**src/logic/ipr_pkg.sv**
```systemverilog
// Purpose: Constants for the interrupt priority control registers 11 to 16.
// Assumes: APB slave with 32-bit data, one aligned word per register.
// Notes:   Register offsets are a local choice of this block, one word apart.
//
// Contract
// Code 111 gives priority seven, the highest.
// Code 001 gives priority one; linear between.
// Code 000 disables its source entirely.
// Fields reset to 100, readable and writable.
// Unimplemented bits read zero, ignore writes.
// Reg 11 fields at 14:12, 10:8, 2:0.
// Reg 11 bits 7 to 3 read zero.
// Reg 12 fields 14:12, 10:8, 6:4, 2:0.
// Reg 13 fields 14:12, 10:8, 6:4, 2:0.
// Reg 14 fields 14:12 and 2:0 only.
// Reg 15 fields 6:4 and 2:0 only.
// Reg 16 fields 10:8 and 6:4 only.
// All sources start at level four.
// Fields drive arbitration continuously.

package ipr_pkg;

   // ----------------------------------------------------------------
   // Register map
   // ----------------------------------------------------------------
   localparam int          NUM_REGS   = 6;
   localparam logic [11:0] OFS_IRQ_PRIORITY_CTRL_11  = 12'h000;
   localparam logic [11:0] OFS_IRQ_PRIORITY_CTRL_12  = 12'h004;
   localparam logic [11:0] OFS_IRQ_PRIORITY_CTRL_13  = 12'h008;
   localparam logic [11:0] OFS_IRQ_PRIORITY_CTRL_14  = 12'h00C;
   localparam logic [11:0] OFS_IRQ_PRIORITY_CTRL_15  = 12'h010;
   localparam logic [11:0] OFS_IRQ_PRIORITY_CTRL_16  = 12'h014;

   // ----------------------------------------------------------------
   // Field layout and reset values
   // ----------------------------------------------------------------
   localparam logic [2:0]  PRIO_RESET = 3'h4;
   localparam logic [2:0]  PRIO_OFF   = 3'h0;
   localparam int          POS_F3     = 12;
   localparam int          POS_F2     = 8;
   localparam int          POS_F1     = 4;
   localparam int          POS_F0     = 0;

   // Implemented-bit masks per register, index 0 is register 11.
   localparam logic [15:0] MASK_IRQ_PRIORITY_CTRL_11 = 16'h7707;
   localparam logic [15:0] MASK_IRQ_PRIORITY_CTRL_12 = 16'h7777;
   localparam logic [15:0] MASK_IRQ_PRIORITY_CTRL_13 = 16'h7777;
   localparam logic [15:0] MASK_IRQ_PRIORITY_CTRL_14 = 16'h7007;
   localparam logic [15:0] MASK_IRQ_PRIORITY_CTRL_15 = 16'h0077;
   localparam logic [15:0] MASK_IRQ_PRIORITY_CTRL_16 = 16'h0770;

   // Reset value: top bit of each implemented field set.
   localparam logic [15:0] RESET_IRQ_PRIORITY_CTRL_11 = 16'h4404;
   localparam logic [15:0] RESET_IRQ_PRIORITY_CTRL_12 = 16'h4444;
   localparam logic [15:0] RESET_IRQ_PRIORITY_CTRL_13 = 16'h4444;
   localparam logic [15:0] RESET_IRQ_PRIORITY_CTRL_14 = 16'h4004;
   localparam logic [15:0] RESET_IRQ_PRIORITY_CTRL_15 = 16'h0044;
   localparam logic [15:0] RESET_IRQ_PRIORITY_CTRL_16 = 16'h0440;

   localparam logic [31:0] PSLVERR_NONE = 32'h0000_0000;

   typedef enum logic [1:0] {
      APB_IDLE   = 2'b00,
      APB_ACCESS = 2'b01
   } ipr_apb_state_t;

endpackage

```
**src/logic/ipr_regs.sv**
```systemverilog
// Purpose: APB register file for priority control registers 11 to 16.
// Assumes: Zero-wait APB slave; clock 40 MHz; inputs synchronous.
// Notes:   Fields go straight from flops to arbitration, so a write acts next cycle.

`timescale 1ns/100ps
`default_nettype none

module ipr_regs (
   input  wire logic        clock,
   input  wire logic        rst,
   input  wire logic        psel,
   input  wire logic        penable,
   input  wire logic        pwrite,
   input  wire logic [11:0] paddr,
   input  wire logic [31:0] pwdata,
   input  wire logic [3:0]  pstrb,
   output logic             pready,
   output logic      [31:0] prdata,
   output logic             pslverr,
   output logic      [2:0]  timer6_prio,
   output logic      [2:0]  dma_ch4_done_prio,
   output logic      [2:0]  out_compare8_prio,
   output logic      [2:0]  timer8_prio,
   output logic      [2:0]  i2c_second_master_prio,
   output logic      [2:0]  i2c_second_slave_prio,
   output logic      [2:0]  timer7_prio,
   output logic      [2:0]  can_second_rx_ready_prio,
   output logic      [2:0]  ext_irq4_prio,
   output logic      [2:0]  ext_irq3_prio,
   output logic      [2:0]  timer9_prio,
   output logic      [2:0]  codec_if_error_prio,
   output logic      [2:0]  can_second_event_prio,
   output logic      [2:0]  dma_ch5_done_prio,
   output logic      [2:0]  codec_if_event_prio,
   output logic      [2:0]  uart_second_error_prio,
   output logic      [2:0]  uart_first_error_prio,
   output logic      [16:0] srcEnabled
);

   // ----------------------------------------------------------------
   // Address decode
   // ----------------------------------------------------------------
   localparam int NF = 17;

   // Register index of an address, or NUM_REGS when unmapped.
   function automatic logic [2:0] regIndex(input logic [11:0] addr);
      case (addr)
         ipr_pkg::OFS_IRQ_PRIORITY_CTRL_11: regIndex = 3'h0;
         ipr_pkg::OFS_IRQ_PRIORITY_CTRL_12: regIndex = 3'h1;
         ipr_pkg::OFS_IRQ_PRIORITY_CTRL_13: regIndex = 3'h2;
         ipr_pkg::OFS_IRQ_PRIORITY_CTRL_14: regIndex = 3'h3;
         ipr_pkg::OFS_IRQ_PRIORITY_CTRL_15: regIndex = 3'h4;
         ipr_pkg::OFS_IRQ_PRIORITY_CTRL_16: regIndex = 3'h5;
         default:            regIndex = 3'h6;
      endcase
   endfunction

   // Field table: register index and low bit position of each field.
   localparam logic [2:0] FREG [NF] = '{
      3'h0, 3'h0, 3'h0,
      3'h1, 3'h1, 3'h1, 3'h1,
      3'h2, 3'h2, 3'h2, 3'h2,
      3'h3, 3'h3,
      3'h4, 3'h4,
      3'h5, 3'h5};
   localparam int FPOS [NF] = '{
      ipr_pkg::POS_F3, ipr_pkg::POS_F2, ipr_pkg::POS_F0,
      ipr_pkg::POS_F3, ipr_pkg::POS_F2, ipr_pkg::POS_F1, ipr_pkg::POS_F0,
      ipr_pkg::POS_F3, ipr_pkg::POS_F2, ipr_pkg::POS_F1, ipr_pkg::POS_F0,
      ipr_pkg::POS_F3, ipr_pkg::POS_F0,
      ipr_pkg::POS_F1, ipr_pkg::POS_F0,
      ipr_pkg::POS_F2, ipr_pkg::POS_F1};

   logic        accessPhase;
   logic        wrAccess;
   logic [2:0]  accIdx;
   logic [2:0]  prio [NF];
   logic [15:0] regView [ipr_pkg::NUM_REGS];

   assign accessPhase = psel & penable;
   assign wrAccess    = accessPhase & pwrite;
   assign accIdx      = regIndex(paddr);

   // ----------------------------------------------------------------
   // Priority fields
   // ----------------------------------------------------------------
   genvar g;
   generate
      for (g = 0; g < NF; g++) begin : gField
         logic fieldWr;
         // Each field sits in one byte lane, so its lane strobe gates it.
         assign fieldWr = wrAccess & (accIdx == FREG[g]) & pstrb[FPOS[g] / 8];
         ipr_field uField (
            .clock      (clock),
            .rst        (rst),
            .wrEn       (fieldWr),
            .wrData     (pwdata[FPOS[g] +: 3]),
            .prio       (prio[g]),
            .srcEnabled (srcEnabled[g])
         );
      end
   endgenerate

   // Only field bits are stored; unimplemented positions are constant zero.
   always_comb begin
      for (int r = 0; r < ipr_pkg::NUM_REGS; r++) begin
         regView[r] = 16'h0000;
      end
      for (int f = 0; f < NF; f++) begin
         regView[FREG[f]][FPOS[f] +: 3] = prio[f];
      end
   end

   // ----------------------------------------------------------------
   // Arbitration outputs
   // ----------------------------------------------------------------
   assign timer6_prio              = prio[0];
   assign dma_ch4_done_prio        = prio[1];
   assign out_compare8_prio        = prio[2];
   assign timer8_prio              = prio[3];
   assign i2c_second_master_prio   = prio[4];
   assign i2c_second_slave_prio    = prio[5];
   assign timer7_prio              = prio[6];
   assign can_second_rx_ready_prio = prio[7];
   assign ext_irq4_prio            = prio[8];
   assign ext_irq3_prio            = prio[9];
   assign timer9_prio              = prio[10];
   assign codec_if_error_prio      = prio[11];
   assign can_second_event_prio    = prio[12];
   assign dma_ch5_done_prio        = prio[13];
   assign codec_if_event_prio      = prio[14];
   assign uart_second_error_prio   = prio[15];
   assign uart_first_error_prio    = prio[16];

   // ----------------------------------------------------------------
   // APB answer
   // ----------------------------------------------------------------
   // Zero-wait slave: pready is high in every access phase.
   always_ff @(posedge clock or posedge rst) begin
      if (rst) begin
         pready <= 1'b0;
      end else begin
         pready <= psel & ~penable;
      end
   end

   // Read data is registered during setup so it stands stable in the access phase.
   always_ff @(posedge clock or posedge rst) begin
      if (rst) begin
         prdata <= 32'h0000_0000;
      end else if (psel & ~penable & ~pwrite & (regIndex(paddr) < 3'(ipr_pkg::NUM_REGS))) begin
         prdata <= {16'h0000, regView[regIndex(paddr)]};
      end else begin
         prdata <= 32'h0000_0000;
      end
   end

   // Unmapped addresses answer with an error; writes there change nothing.
   always_ff @(posedge clock or posedge rst) begin
      if (rst) begin
         pslverr <= 1'b0;
      end else begin
         pslverr <= psel & ~penable & (regIndex(paddr) == 3'(ipr_pkg::NUM_REGS));
      end
   end

endmodule

`default_nettype wire

```
**src/logic/ipr_field.sv**
```systemverilog
// Purpose: One 3-bit priority field with its decoded level and enable.
// Assumes: Write strobe already qualified by address and byte lane.
// Notes:   Level equals code; code zero removes the source from arbitration.

`timescale 1ns/100ps
`default_nettype none

module ipr_field (
   input  wire logic       clock,
   input  wire logic       rst,
   input  wire logic       wrEn,
   input  wire logic [2:0] wrData,
   output logic      [2:0] prio,
   output logic            srcEnabled
);

   always_ff @(posedge clock or posedge rst) begin
      if (rst) begin
         prio <= ipr_pkg::PRIO_RESET;
      end else if (wrEn) begin
         prio <= wrData;
      end
   end

   // The code is the level itself, so 111 is seven and 001 is one.
   always_ff @(posedge clock or posedge rst) begin
      if (rst) begin
         srcEnabled <= 1'b1;
      end else if (wrEn) begin
         srcEnabled <= (wrData != ipr_pkg::PRIO_OFF);
      end
   end

endmodule

`default_nettype wire

```
**config.mk**
```make
export PLATFORM = sky130hd
export DESIGN_NAME = ipr_regs
export DESIGN_NICKNAME = d
export VERILOG_FILES = /design/src/logic/ipr_pkg.sv /design/src/logic/ipr_regs.sv /design/src/logic/ipr_field.sv
export SDC_FILE = /design/constraint.sdc
export NUM_CORES = 1
export LEC_CHECK = 0
export ABC_CLOCK_PERIOD_IN_PS = 3440
export BUFFER_PORTS_ARGS = -buffer_cell sky130_fd_sc_hd__buf_2
export CAP_MARGIN = 20
export CORE_MARGIN = 1
export CORE_UTILIZATION = 25
export DETAILED_ROUTE_END_ITERATION = 12
export SETUP_SLACK_MARGIN = 0.15
export SLEW_MARGIN = 10
export SYNTH_ARGS = -nofsm -noshare
export SYNTH_HDL_FRONTEND = slang
export SYNTH_SLANG_ARGS = --single-unit
```
**constraint.sdc**
```tcl
create_clock -name clock -period 3.44 [get_ports clock]
set_clock_uncertainty 0.2 [all_clocks]
set_input_delay 0.688 -clock clock [delete_from_list [all_inputs] [get_ports clock]]
set_output_delay 0.688 -clock clock [all_outputs]
set_load 0.01 [all_outputs]
```
* Yosys cells after proc, flatten, opt, wreduce, memory -nomap -nowiden *
Cells that the tools add are included.

storage, ports and cells
  word-level logic and storage cells = 88
  bits of input ports = 53
  register bits = 102
  output and inout port bits = 102

cells by class
  reductions and logical operators = 6
  muxes and demuxes = 6
  order comparisons = 2
  equal/unequal tests = 11
  bitwise gates (word level) = 26

operator list
  operator                                                  count
  binary-select mux 16 bit (select 3 bit)                   1
  two-way mux 16 bit                                        3
  equality test 12 x 4 -> 1 bit, second input constant      2
  equality test 12 x 5 -> 1 bit, second input constant      2
  bitwise AND 1 bit                                         23
  one-hot mux 3 bit (6 select lines)                        1
  equality test 12 x 3 -> 1 bit, second input constant      1
  logical NOT 12 bit                                        1
  nonzero test 3 bit                                        4
  equality test 3 bit, second input constant                3
  equality test 3 x 2 -> 1 bit, second input constant       2
  greater-or-equal comparator 4 bit, second input constant  1
  NOT 3 -> 4 bit                                            1
  equality test 3 x 1 -> 1 bit, second input constant       1
  logical NOT 3 bit                                         1
  < comparator 3 bit, second input constant                 1
  two-way mux 3 bit                                         1
  NOT 1 bit                                                 2

* Depth between registers and ports, before layout *
Gate-level depths: netlist of the first run.

  word-level depth = 10
  gate-level depth with buffers = 6
  mapped depth without buffers = 4

* Modules after synthesis *
Synthesis of the first run repeated with hierarchy kept, for this count alone.

unflattened totals
  cells, all modules = 315
  area, all modules = 3734.8 um^2

modules (own cells, without submodules)
  module     instances  area each (um^2)  sequential area each (um^2)  cells an instance
  ipr_field  17         153.9             102.6                        11
  ipr_regs   1          1118.6            350.3                        128

* Worst setup path after synthesis of the first run *
OpenSTA, ideal clock, no wires.

  path kind = input port to flip-flop
  from = input port paddr[1]
  to = register gField[0].uField.prio[0]
  cell stages on the path = 5
  path slack = 1052 ps
  data required time = 3115 ps
  data arrival time = 2063 ps
  path buffers = 1
  library setup time = 125 ps
  cells stage by stage = nor4_4 -> nand4_4 -> or3_1 -> buf_6 -> mux2_4

on the way
  word-level cells in the longest chain between the ends = 5
  elaborated cells on any way between the ends = 10
  those cells by class = eq/ne: 5; mux: 1; bitwise: 2; reduce/logical: 2

RTL lines
  what                                                         line             source
  start: declaration                                           ipr_regs.sv:14   input wire logic [11:0] paddr,
  equality test 12 x 5 -> 1 bit, or another cell as far along  ipr_regs.sv:47   case (addr)
  one-hot mux 3 bit (6 select lines) *                         ipr_regs.sv:47
  logical NOT 3 bit *                                          ipr_regs.sv:92   assign fieldWr = wrAccess & (accIdx == FREG[g]) & pstrb[FPOS[g] / 8];
  bitwise AND 1 bit * (2 in series)                            ipr_regs.sv:92
  end signal: assignment                                       ipr_field.sv:19  prio <= ipr_pkg::PRIO_RESET;
  end signal: assignment                                       ipr_field.sv:21  prio <= wrData;
  end: declaration                                             ipr_field.sv:13  output logic [2:0] prio,

Mark *: on every way between the ends. The rest lies on a longest branch, timed or not.
A chain may end at the register's enable or synchronous reset.

* Worst setup path in the final report of the first run *
  from = input port paddr[1]
  to = register gField[1].uField.prio[0]

on the way
  word-level cells in the longest chain between the ends = 5
  elaborated cells on any way between the ends = 10
  those cells by class = eq/ne: 5; mux: 1; bitwise: 2; reduce/logical: 2

RTL lines
  what                                                         line
  equality test 12 x 5 -> 1 bit, or another cell as far along  ipr_regs.sv:47
  one-hot mux 3 bit (6 select lines) *                         ipr_regs.sv:47
  logical NOT 3 bit *                                          ipr_regs.sv:92
  bitwise AND 1 bit * (2 in series)                            ipr_regs.sv:92
  end signal: assignment                                       ipr_field.sv:19
  end signal: assignment                                       ipr_field.sv:21
  end: declaration                                             ipr_field.sv:13

Marked as above.

==> summary by stage, run 1 <==
Setup path
The capturing element type of the critical path is a register. The worst reg2reg path startpoint is gField[10].uField.prio[0]$_DFFE_PP0P_. In this run the critical register-to-register path is captured at prdata[0]$_DFF_PP0_. In this run the worst path has a maximum fanout of 8. The critical path is of the in -> reg type. The worst-case register-to-register setup slack is 2.08 ns. The largest single stage delay on the critical path is 0.64 ns.

The largest individual stage delay along the critical path comes from the cell sky130_fd_sc_hd__or3_1. Walking the worst path, the cells encountered are buf_2 > nor4_4 > nand4_4 > or3_1 > mux2_4. STA puts the critical path data arrival time at 2.61 ns. The depth of the most critical reg-to-reg path is 2. The worst setup path is launched from a primary input. At the worst endpoint, the required time is 3.47 ns.

Flow run
The tool flagged a number of max-cap violations equal to 0.

Clock tree
The clock transition at the register clock pins on the worst setup and hold paths after CTS is 0.06 ns. The clock network latency to the later pin of the worst-skew pair is 0.34 ns. Counting every sink on the clock net gives 82. The worst-case clock buffer depth is 2. Buffers inserted to repair hold after CTS numbered 0. The number of gates given a new drive strength after cts is 0.

The H-tree was split into 3 levels. Buffers inserted during clock tree synthesis total 9. After clock tree synthesis, the setup repair step added 0 buffers. TritonCTS built the clock tree. The root buffer cell is sky130_fd_sc_hd__clkbuf_16.

Pwr
The combinational group share of total power is 5.3%. The maximum resistive drop on vdd is 0.2367 mV. Net switching is 22.55% of the power. The reported net switching power is 0.0004504 W. The portion of total power attributed to the clock network is 46.2%.

The sequential share of power is 48.5%. The reported leakage power is 2.479 nW. The cell-internal power is 0.001547 W. Power spread over the standard cell area amounts to 407.4 nW/µm².

Synthesis
The cell type contributing the most total cell area after synthesis is sky130_fd_sc_hd__dfrtp_1. The count of cell types in the netlist is 48. Counting flops and latches in the post-synthesis netlist gives 82. The mean cell area of the mapped netlist is 12.91 µm².

The area of the mapped netlist is 3936 µm². Yosys mapped a number of flops with a built-in enable equal to 0. Yosys attributes the largest share of cell area to sky130_fd_sc_hd__dfrtp_1 31%, sky130_fd_sc_hd__dfstp_2 23%, sky130_fd_sc_hd__mux2_2 17%, sky130_fd_sc_hd__buf_4 7.1%, sky130_fd_sc_hd__mux2_4 3.1%. The proportion of synthesized flip-flops having asynchronous set or reset is 100.0%. The total of warnings raised by yosys is 0. Summing the sequential cell areas from Yosys gives 53.21% of the chip area. By count the netlist is led by 60 x sky130_fd_sc_hd__mux2_2, 48 x sky130_fd_sc_hd__dfrtp_1, 37 x sky130_fd_sc_hd__buf_4.

The portion of synthesized cell area occupied by the leading cell type is 30.51%. The synthesized instance count is 305. The most frequently used flop master after synthesis is sky130_fd_sc_hd__dfrtp_1. sky130_fd_sc_hd__mux2_2 is the most common cell in the netlist.

Timing
Setup violations remaining at the end of the flow were counted as 0. The least setup slack across all paths after layout is 0.8547 ns. Dividing the final minimum period by the clock period gives 75.16%. Setup repair after global routing left no endpoint under its margin. The total negative setup slack is 0 ns.

At the pin with the least slew margin, the transition time is 0.6787 ns. Derived from the worst setup path, the maximum achievable clock frequency is 386.8 MHz. The worst-case headroom to the max-slew limit is 54.70%.

The number of pins with negative max-slew slack in the final report is 0. After layout, the minimum clock period comes to 2.585 ns. The number of hold-slack violations in the final timing report came to 0.

Detailed routing
The first routing iteration left 92 violations. The detailed-route vias per instance is 4.362. The total wire length after detailed routing is 10880 µm. The count of nets left with antenna violations once routing finished came out at 0.

The first detailed-routing pass took 4 iterations. After detailed routing, the number of remaining DRC violations is 0. Dividing the detail-routed wire length by the instance count gives 17.36 µm.

The detailed router placed 2735 vias in this run.

Place
Detailed placement finished with a half-perimeter wire length of 8061 µm. The final weighted congestion of routability-driven global placement is 0.7384. The placement-stage worst setup slack is 0.4750 ns. The count of input and output buffers is 112.

Die
The die area is 16250 µm². For this design the top-level I/O count stands at 155. The region available for standard cell placement spans 15260 µm². The die height is 127.5 µm.

The initial utilization of the core area, before any placement, comes to 25.80%. The chip width is 127.5 µm. The count of standard-cell rows is 45.

Min path
The class of the worst hold path is in -> async.

Finish
The layout overhead on the synthesized area is 24.54%. The filler cell count is 1546. The final layout contains 464 nets.

The fraction of final layout cells sized beyond drive strength 1 is 60.58%. The diode insertion count for antenna repair is 0.

Global route
The initial antenna violation count was 0. Entering global routing, the biggest net connects 47 pins. The first-pass GRT wire length is 16460 µm. The number of global-route vias before repair is 2734. The overall overflow remaining after global route is 0. Global routing used 14.01% of the available tracks across all layers.

Outcome
The run finished with clean final reports.
state kept, by name (all words and copies together) (netlist names):
signal,cells
pslverr,1
pready,1
prdata,12
gField.uField.srcEnabled,17
gField.uField.prio,51
worst max-delay path, delay by kind of cell:
| family | cells | cell delay (ns) |
|---|---|---|
| buffers and inverters | 1 | 0.11 |
| AND/OR/NAND/NOR | 3 | 1.42 |
| multiplexers | 1 | 0.39 |
final cells by class:
cell class	instances	area [µm²]	share of cell area [%]
Sequential cell	82	2095	42.73
Multi-Input combinational cell	185	1555	31.73
Timing Repair Buffer	125	670.6	13.68
Clock buffer	14	274.0	5.590
Tap cell	211	264.0	5.385
Inverter	8	31.28	0.6381
Clock inverter	2	12.51	0.2552
cells by family (layout without fill, tap and decap cells):
kind of cell / after synthesis / count (layout) / share of synthesized area (%)
AO/OA/AOI/OAI: 34 / 34 / 6.040
multiplexers: 74 / 74 / 22.06
other: 1 / 20 / 0.09527
AND/OR/NAND/NOR: 57 / 57 / 9.346
flip-flops: 82 / 82 / 53.21
buffers and inverters: 57 / 149 / 9.250
per-layer routing:
| layer | wire length (µm) | global-route usage (%) |
|---|---|---|
| met1 | 5000 | 18.35 |
| met2 | 5105 | 21.70 |
| met3 | 525 | 3.769 |
| met4 | 251 | 6.022 |
| met5 | 0 | 0 |
layout by cell type, fill, tap and decap left out, types with 5 or more instances in the layout:
cell,synthesis,routed
sky130_fd_sc_hd__a21oi_1,5,5
sky130_fd_sc_hd__buf_2,3,112
sky130_fd_sc_hd__buf_4,37,12
sky130_fd_sc_hd__clkbuf_16,0,9
sky130_fd_sc_hd__conb_1,1,20
sky130_fd_sc_hd__dfrtp_1,48,48
sky130_fd_sc_hd__dfstp_2,34,34
sky130_fd_sc_hd__inv_1,8,7
sky130_fd_sc_hd__mux2_2,60,60
sky130_fd_sc_hd__mux2_4,8,8
sky130_fd_sc_hd__mux2i_1,5,5
sky130_fd_sc_hd__nand2_1,10,10
sky130_fd_sc_hd__nand4_1,5,5
sky130_fd_sc_hd__nor2_1,9,9
sky130_fd_sc_hd__o21ai_0,8,8
sky130_fd_sc_hd__o2bb2ai_1,5,5
sky130_fd_sc_hd__or3_1,6,6
how the worst max path moves through the flow:
stage / start / endpoint / depth (start not counted)
after floorplan: rst / gField[0].uField.prio[0]$_DFFE_PP0P_ / 1
after global placement: paddr[1] / gField[0].uField.prio[0]$_DFFE_PP0P_ / 5
after detailed placement: paddr[1] / gField[1].uField.prio[0]$_DFFE_PP0P_ / 5
after CTS: paddr[1] / gField[1].uField.prio[0]$_DFFE_PP0P_ / 5
after global routing: paddr[1] / gField[1].uField.prio[0]$_DFFE_PP0P_ / 5
final: paddr[1] / gField[1].uField.prio[0]$_DFFE_PP0P_ / 5
through the flow:
stage / instance area [µm²] / utilization [%] / instances / total power [W] / hold slack (ns)
2_1_floorplan: 4008 / - / 324 / 0.001054 / 0.3263
3_3_place_gp: 4616 / 30.25 / 611 / 0.001092 / 0.3029
3_5_place_dp: 4616 / 30.25 / 611 / 0.001093 / 0.3009
4_1_cts: 4902 / 32.13 / 627 / 0.002041 / 0.2343
5_1_grt: 4902 / 32.13 / 627 / 0.002090 / 0.2570
6_report: 4902 / 32.13 / 627 / 0.001997 / 0.2240
power by group through the flow:
stage | Combinational [W] | Sequential, W | Clock (W)
after global routing | 0.000119 | 0.000969 | 0.00100
after CTS | 0.000108 | 0.000969 | 0.000963
after detailed placement | 0.000108 | 0.000986 | 0
after global placement | 0.000106 | 0.000986 | 0
after floorplan | 0.0000674 | 0.000986 | 0
final | 0.000105 | 0.000970 | 0.000922
Power figures use the tool's default switching activity.
==> run 2: changes to the inputs <==
ABC_CLOCK_PERIOD_IN_PS = 2300   (was 3440)
clock period = 2.3 ns   (was 3.44 ns; I/O delays follow)
==> run 2 against run 1 <==
  * Sequential power increased by 49%
  * Final cell count grew 3.3%
  * Combinational power grew 57%
  * Clock-buffer cell count unchanged
  * Total power is 55% higher
  * Register-to-register slack got worse by 1.1 ns
  * Utilization is 1.4 points higher
  * Non-clock buffer count grew 21
  * Global-route usage up 0.31 points
  * Critical path depth is 2 higher
  * Clock power is 62% higher
  * Largest cell class unchanged
==> summary by stage, run 2 (synthesis results as in run 1) <==
Detailed routing
After detailed routing, the average wire length per cell comes to 16.88 µm. The number of iterations in the first detailed-routing pass is 4. For this block, the routed nets add up to 10940 µm of wire. After detailed routing, the number of remaining DRC violations is 0. The residual antenna-violating net count after detailed routing is 0. The detailed-route vias per instance is 4.310. The detailed router finished its first iteration with 108 violations. For this block, the via count after detailed routing is 2793.

Die
The initial core utilization is 25.80%. In this run the standard cell core region covers 15260 µm². The die area is 16250 µm². The die height is 127.5 µm. After floorplanning, the core was divided into 45 placement rows. The die is 127.5 µm wide.

The number of ports placed on the die boundary is 155.

Setup path
In this run the worst path has a maximum fanout of 8. Data on the critical path is required at its endpoint by 2.31 ns. The launch point of the worst path is paddr[8].

The critical path is of the in -> reg type. STA classifies the critical path endpoint as a register. Data on the critical path arrives at its endpoint at 1.99 ns. STA classifies the critical path startpoint as a primary input. The worst register-to-register path begins at gField[12].uField.prio[0]$_DFFE_PP0P_.

Timing
Setup violations remaining at the end of the flow were counted as 0. The period utilization is 85.90%. Based on the critical path, the design can be clocked at up to 506.2 MHz. The final critical path time including I/O delays and setup is 1.976 ns. The number of hold-slack violations in the final timing report is 0. The total negative setup slack is 0 ns.

Setup repair after global routing left no endpoint under its margin. The number of pins with negative max-slew slack in the final report was 0. The least setup slack across all paths after layout is 0.3244 ns.

Place
The placed wire-length estimate is 8072 µm. The total instance count after detailed placement is 632. Routability-driven placement finished with a final weighted congestion of 0.7561.

The count of input and output buffers is 112. The placement-stage worst setup slack is -0.04589 ns.

Global route
For this run, the total global-route usage over all layers was measured as 14.32%. The first global-routing pass estimated 17320 µm of wire. The number of global-route vias before repair was 2985. The overall overflow remaining after global route is 0. The initial antenna violation count is 0.

The pin count of the biggest net entering global routing is 83.

Pwr
For this design the total switching power over the nets is 0.0006660 W. The sequential share of power is 46.7%. Power spread over the standard cell area amounts to 607.2 nW/µm².

Across the VDD grid, the largest voltage drop is 0.4227 mV. The switching portion of total power is 21.46%. The combinational group share of total power is 5.3%. Summed over all cells, the static leakage comes to 2.594 nW. Of the total power, the clock network draws 47.9%. Cell internal power was estimated by the tool at 0.002438 W.

Finish
The register with the most flip-flops in the layout has 51 of them. The register with the most flip-flops is gField.uField.prio. In the final layout, the registers with the most flip-flops are gField.uField.prio x51, gField.uField.srcEnabled x17, prdata x12. The top cell types in the final layout, fill and taps aside, are 112 x sky130_fd_sc_hd__buf_2, 60 x sky130_fd_sc_hd__mux2_2, 48 x sky130_fd_sc_hd__dfrtp_1. The end-of-flow core utilization is 33.50%.

The number of antenna diodes in the final layout is 0. The finished layout holds 648 standard cells, fillers aside. The net total in the final layout is 485. Relative to the synthesized area, the layout overhead comes to 29.85%. The fraction of final layout cells sized beyond drive strength 1 is 62.24%. Counting the fill cells in the layout gives 1546. The most common library cell in the layout ignoring fill and taps is sky130_fd_sc_hd__buf_2.

Clock tree
The H-tree was split into 3 levels. The clock transition at the register clock pins on the worst setup and hold paths after CTS is 0.06 ns. The count of buffers added by post-CTS timing repair for setup is 0. Clock tree synthesis inserted a total of 9 buffers.

In this run, post-CTS repair resized a total of 0 instances. The root buffer cell is sky130_fd_sc_hd__clkbuf_16. The clock network latency to the later pin of the worst-skew pair is 0.34 ns.

The number of hold buffers added after CTS was 0. The TritonCTS clock tree is built. The TritonCTS sink count is 82. The clock passes through at most 2 buffers.

Outcome
The flow ran to the end, and the final reports show no timing, DRC or antenna violations.

Min path
The tightest min-delay check is of the in -> async type.

Flow run
The tool flagged a number of max-cap violations equal to 0.
==> run 2: cell types whose count changed in the layout (fill, tap and decap cells not counted), sizes merged <==
cell	delta
bufinv	+1
buf	+21
clkinv	-1
==> run 2: through the flow <==
stage / area [µm²] / total power, W / hold slack (ns)
final: 5111 / 0.003104 / 0.01254
after global routing: 5111 / 0.003230 / 0.07581
after CTS: 5111 / 0.003153 / 0.05544
after detailed placement: 4801 / 0.001642 / 0.2963
after global placement: 4801 / 0.001638 / 0.2934
after floorplan: 4011 / 0.001576 / 0.3263
==> run 2: final timing paths <==
kind | end | slack, ns | depth (start not counted)
max | gField[9].uField.prio[1]$_DFFE_PP0P_ | 0.32 | 7
min | gField[15].uField.prio[0]$_DFFE_PP0P_ | 0.01 | 3
max reg2reg | prdata[0]$_DFF_PP0_ | 0.95 | 2
min reg2reg | prdata[8]$_DFF_PP0_ | 0.31 | 1
max in group asynchronous | gField[13].uField.srcEnabled$_DFFE_PP1P_ | 1.46 | 3
min in group clock | pready$_DFF_PP0_ | 0.18 | 2
==> run 2: power by group through the flow <==
stage,clock (W),combinational (W),sequential (W)
floorplan,0,0.000101,0.00148
global placement,0,0.000164,0.00147
detailed placement,0,0.000168,0.00147
CTS,0.00153,0.000168,0.00145
global route,0.00159,0.000187,0.00145
finish,0.00149,0.000165,0.00145
==> run 2: layout make-up <==
type	count	area [µm²]	share of cell area, %
Inverter	8	33.78	0.6610
Clock buffer	14	275.3	5.386
Sequential cell	82	2095	40.98
Tap cell	211	264.0	5.165
Clock inverter	2	35.03	0.6854
Timing Repair Buffer	146	853.3	16.70
Multi-Input combinational cell	185	1555	30.43
==> run 2: worst max-delay path: stages <==
cell                       delay, ns
sky130_fd_sc_hd__buf_2          0.12
sky130_fd_sc_hd__nor4_4         0.25
sky130_fd_sc_hd__buf_4          0.19
sky130_fd_sc_hd__nand2_1        0.09
sky130_fd_sc_hd__nor4bb_2       0.28
sky130_fd_sc_hd__buf_4          0.24
sky130_fd_sc_hd__mux2_2         0.35
==> run 2: routing by layer <==
metal | part of all wire, % | vias to the layer above | global-route usage [%]
li1 | - | 1282 | -
met5 | 0 | - | 0
met2 | 49 | 106 | 24.20
met4 | 0.77 | 0 | 3.782
met3 | 6.4 | 9 | 3.894
met1 | 43 | 1396 | 17.97
==> run 3: changes to the inputs <==
CORE_UTILIZATION = 44   (was 25)
PLACE_DENSITY = 0.76   (was not set)
==> run 3 against run 2 <==
  * The run now ends with negative hold slack left
  * Wire length is 17% lower
  * Utilization up 22 points
  * Cell area decreased by 5.7%
  * Critical path depth did not move
  * Worst hold slack worse by 0.019 ns
  * Final cell count decreased by 17%
  * Fmax increased by 4.0%
  * First-iteration DRC count is 5.6% higher
  * Flip-flop and latch count unchanged
  * Combinational power shrank 4%
  * Clock-buffer cell count shrank 5
  * Sequential power hardly changed
==> summary by stage, run 3 (synthesis results as in run 1) <==
Outcome
The run finished, with violations left. The checks that failed: negative hold slack.

Timing
The final critical path time including I/O delays and setup is 1.900 ns. The period utilization is 82.61%. Setup repair after global routing left no endpoint under its margin. The total negative setup slack is 0 ns. The maximum frequency from static timing analysis is 526.3 MHz. The worst hold-check slack is -0.006682 ns.

The final-report setup violation count is 0. The number of pins with negative max-slew slack in the final report came to 0. The number of hold-slack violations in the final timing report is 8. After layout, the worst setup slack is 0.3999 ns.

Die
The floorplan has 34 rows. In this run the standard cell core region covers 8678 µm². The die covers 9329 µm². The die height is 96.59 µm. The chip width is 96.59 µm. Once the floorplan was initialized, standard cells occupied 45.36% of the core. The number of ports placed on the die boundary is 155.

Setup path
The maximum fanout count along the critical path is 7. The worst register-to-register path ends at prdata[2]$_DFF_PP0_. The worst register-to-register path begins at gField[12].uField.prio[2]$_DFFE_PP1P_. The depth of the most critical reg-to-reg path is 3. The largest individual stage delay along the critical path comes from the cell sky130_fd_sc_hd__or3_1. The worst-case register-to-register setup slack is 0.93 ns. STA puts the critical path data required time at 2.35 ns. Among the stages of the critical path, the cell type that occurs most often is sky130_fd_sc_hd__buf_4. For the worst setup path, the data arrival time is 1.95 ns. Traced cell by cell, the critical path runs through buf_2 > nor4_4 > buf_4 > nand4_4 > or3_1 > buf_4 > mux2_4. The startpoint-to-endpoint class of the critical path is in -> reg. STA classifies the critical path endpoint as a register. For this run, the slowest stage of the critical path takes 0.34 ns. The startpoint type of the worst setup path is a primary input.

Pwr
The areal power density over the cells is 546.3 nW/µm². The maximum resistive drop on vdd is 0.2571 mV. Summed over all cells, the static leakage comes to 2.509 nW.

Detailed routing
The count of routing violations after the opening detailed-route iteration is 114. In the final routed layout, each cell accounts on average for 16.86 µm. For this run, design rule violations remaining after detail routing come to 0. The number of iterations in the first detailed-routing pass is 4. The total wire length after detailed routing is 9088 µm.

The detail route stage leaves a number of antenna-violating nets equal to 0. The final route contains 2773 vias. After detailed routing, the number of vias per cell comes to 5.145.

Global route
The pin count of the biggest net entering global routing is 83. The initial antenna violation count is 0. The overall overflow remaining after global route is 0. The overall routing resource usage is 20.81%.

The number of global-route vias before repair is 2795. The first-pass GRT wire length is 14210 µm.

Finish
Counting flops per register, the top entry is gField.uField.prio. In the final layout, the registers with the most flip-flops are gField.uField.prio x51, gField.uField.srcEnabled x17, prdata x12. Summing all multi-input logic gate instances after layout gives 1555 µm².

The number of standard cells in the layout, taps in and fillers out is 539. The layout overhead on the synthesized area is 22.41%. The flip-flop count of the largest register, all copies and words added is 51. The end-of-flow core utilization is 55.52%. 0 antenna diodes ended up in the layout. The layout has 778 filler cells.

The fraction of final layout cells sized beyond drive strength 1 is 62.41%. The library cells used most frequently in the layout, excluding fill and tap cells, are 112 x sky130_fd_sc_hd__buf_2, 60 x sky130_fd_sc_hd__mux2_2, 48 x sky130_fd_sc_hd__dfrtp_1. Registers take 2095 µm².

For this run, the post-layout net count is 479. The most common library cell in the layout ignoring fill and taps is sky130_fd_sc_hd__buf_2.

Clock tree
TritonCTS built the clock tree. After clock tree synthesis, the clock-pin slew on the worst setup and hold paths is 0.09 ns. CTS saw 82 sinks. After clock tree synthesis, the repair step resized 0 gates.

The total number of H-tree levels is 3. The number of buffers added by the clock tree synthesis step is 9. The hold buffer count at cts is 0. The clock network latency to the later pin of the worst-skew pair is 0.37 ns. In this run the post-CTS setup repair buffer count came out at 0. Clock tree synthesis selected as its root buffer the cell sky130_fd_sc_hd__clkbuf_8. The worst-case clock buffer depth is 2.

Place
The placement-stage worst setup slack is 0.006254 ns. The total instance count after detailed placement is 523. The count of input and output buffers is 112.

The final weighted congestion of routability-driven global placement is 0.8007. The placed wire-length estimate is 6755 µm.

Min path
The class of the worst hold path is in -> async.

Flow run
The tool flagged a number of max-cap violations equal to 0.
[run 3: worst max path at each step]
stage	startpoint	to	slack (ns)	cells after the start
2_1_floorplan	paddr[8]	gField[0].uField.prio[0]$_DFFE_PP0P_	0.15	5
6_report	paddr[8]	gField[0].uField.prio[1]$_DFFE_PP0P_	0.40	7
3_5_place_dp	paddr[8]	gField[0].uField.prio[1]$_DFFE_PP0P_	0.006	7
4_1_cts	paddr[8]	gField[0].uField.prio[1]$_DFFE_PP0P_	0.40	7
5_1_grt	paddr[8]	gField[10].uField.prio[1]$_DFFE_PP0P_	0.34	7
3_3_place_gp	paddr[8]	gField[0].uField.prio[1]$_DFFE_PP0P_	0.04	7
[run 3: final cells by class]
class | count | area share, %
repair buffers | 140 | 16.77
flip-flops and latches | 82 | 43.47
well taps | 108 | 2.804
clock inverters | 7 | 1.402
multi-input cells | 185 | 32.28
inverters | 8 | 0.7011
clock buffers | 9 | 2.571
[run 3: worst max-delay path, delay by kind of cell]
family,cells,cell delay [ns]
buffers and inverters,3,0.48
and+or+nand+nor,3,0.70
muxes,1,0.30
[run 3: metal layers]
layer	global-route usage [%]	vias to the layer above	wire length (µm)
met5	0	-	0
met2	34.15	111	4381
met1	26.31	1372	4047
met3	4.773	13	490
li1	-	1277	-
met4	9.069	0	169
[run 3: power breakdown]
| group | leakage [nW] | switching [W] | total (W) | internal [W] |
|---|---|---|---|---|
| Sequential | 1.02 | 0.00000118 | 0.00145 | 0.00145 |
| Combinational | 1.39 | 0.000107 | 0.000159 | 0.0000513 |
| Clock | 0.0966 | 0.000600 | 0.00103 | 0.000426 |
| Total | 2.51 | 0.000708 | 0.00263 | 0.00192 |
[run 3: per-stage QoR]
stage,area (µm²),total power (W),hold WS (ns)
floorplan,4011,0.001576,0.3263
global placement,4627,0.001629,0.3040
detailed placement,4627,0.001633,0.2954
CTS,4818,0.002660,0.009472
global route,4818,0.002743,0.02275
finish,4818,0.002632,-0.006682
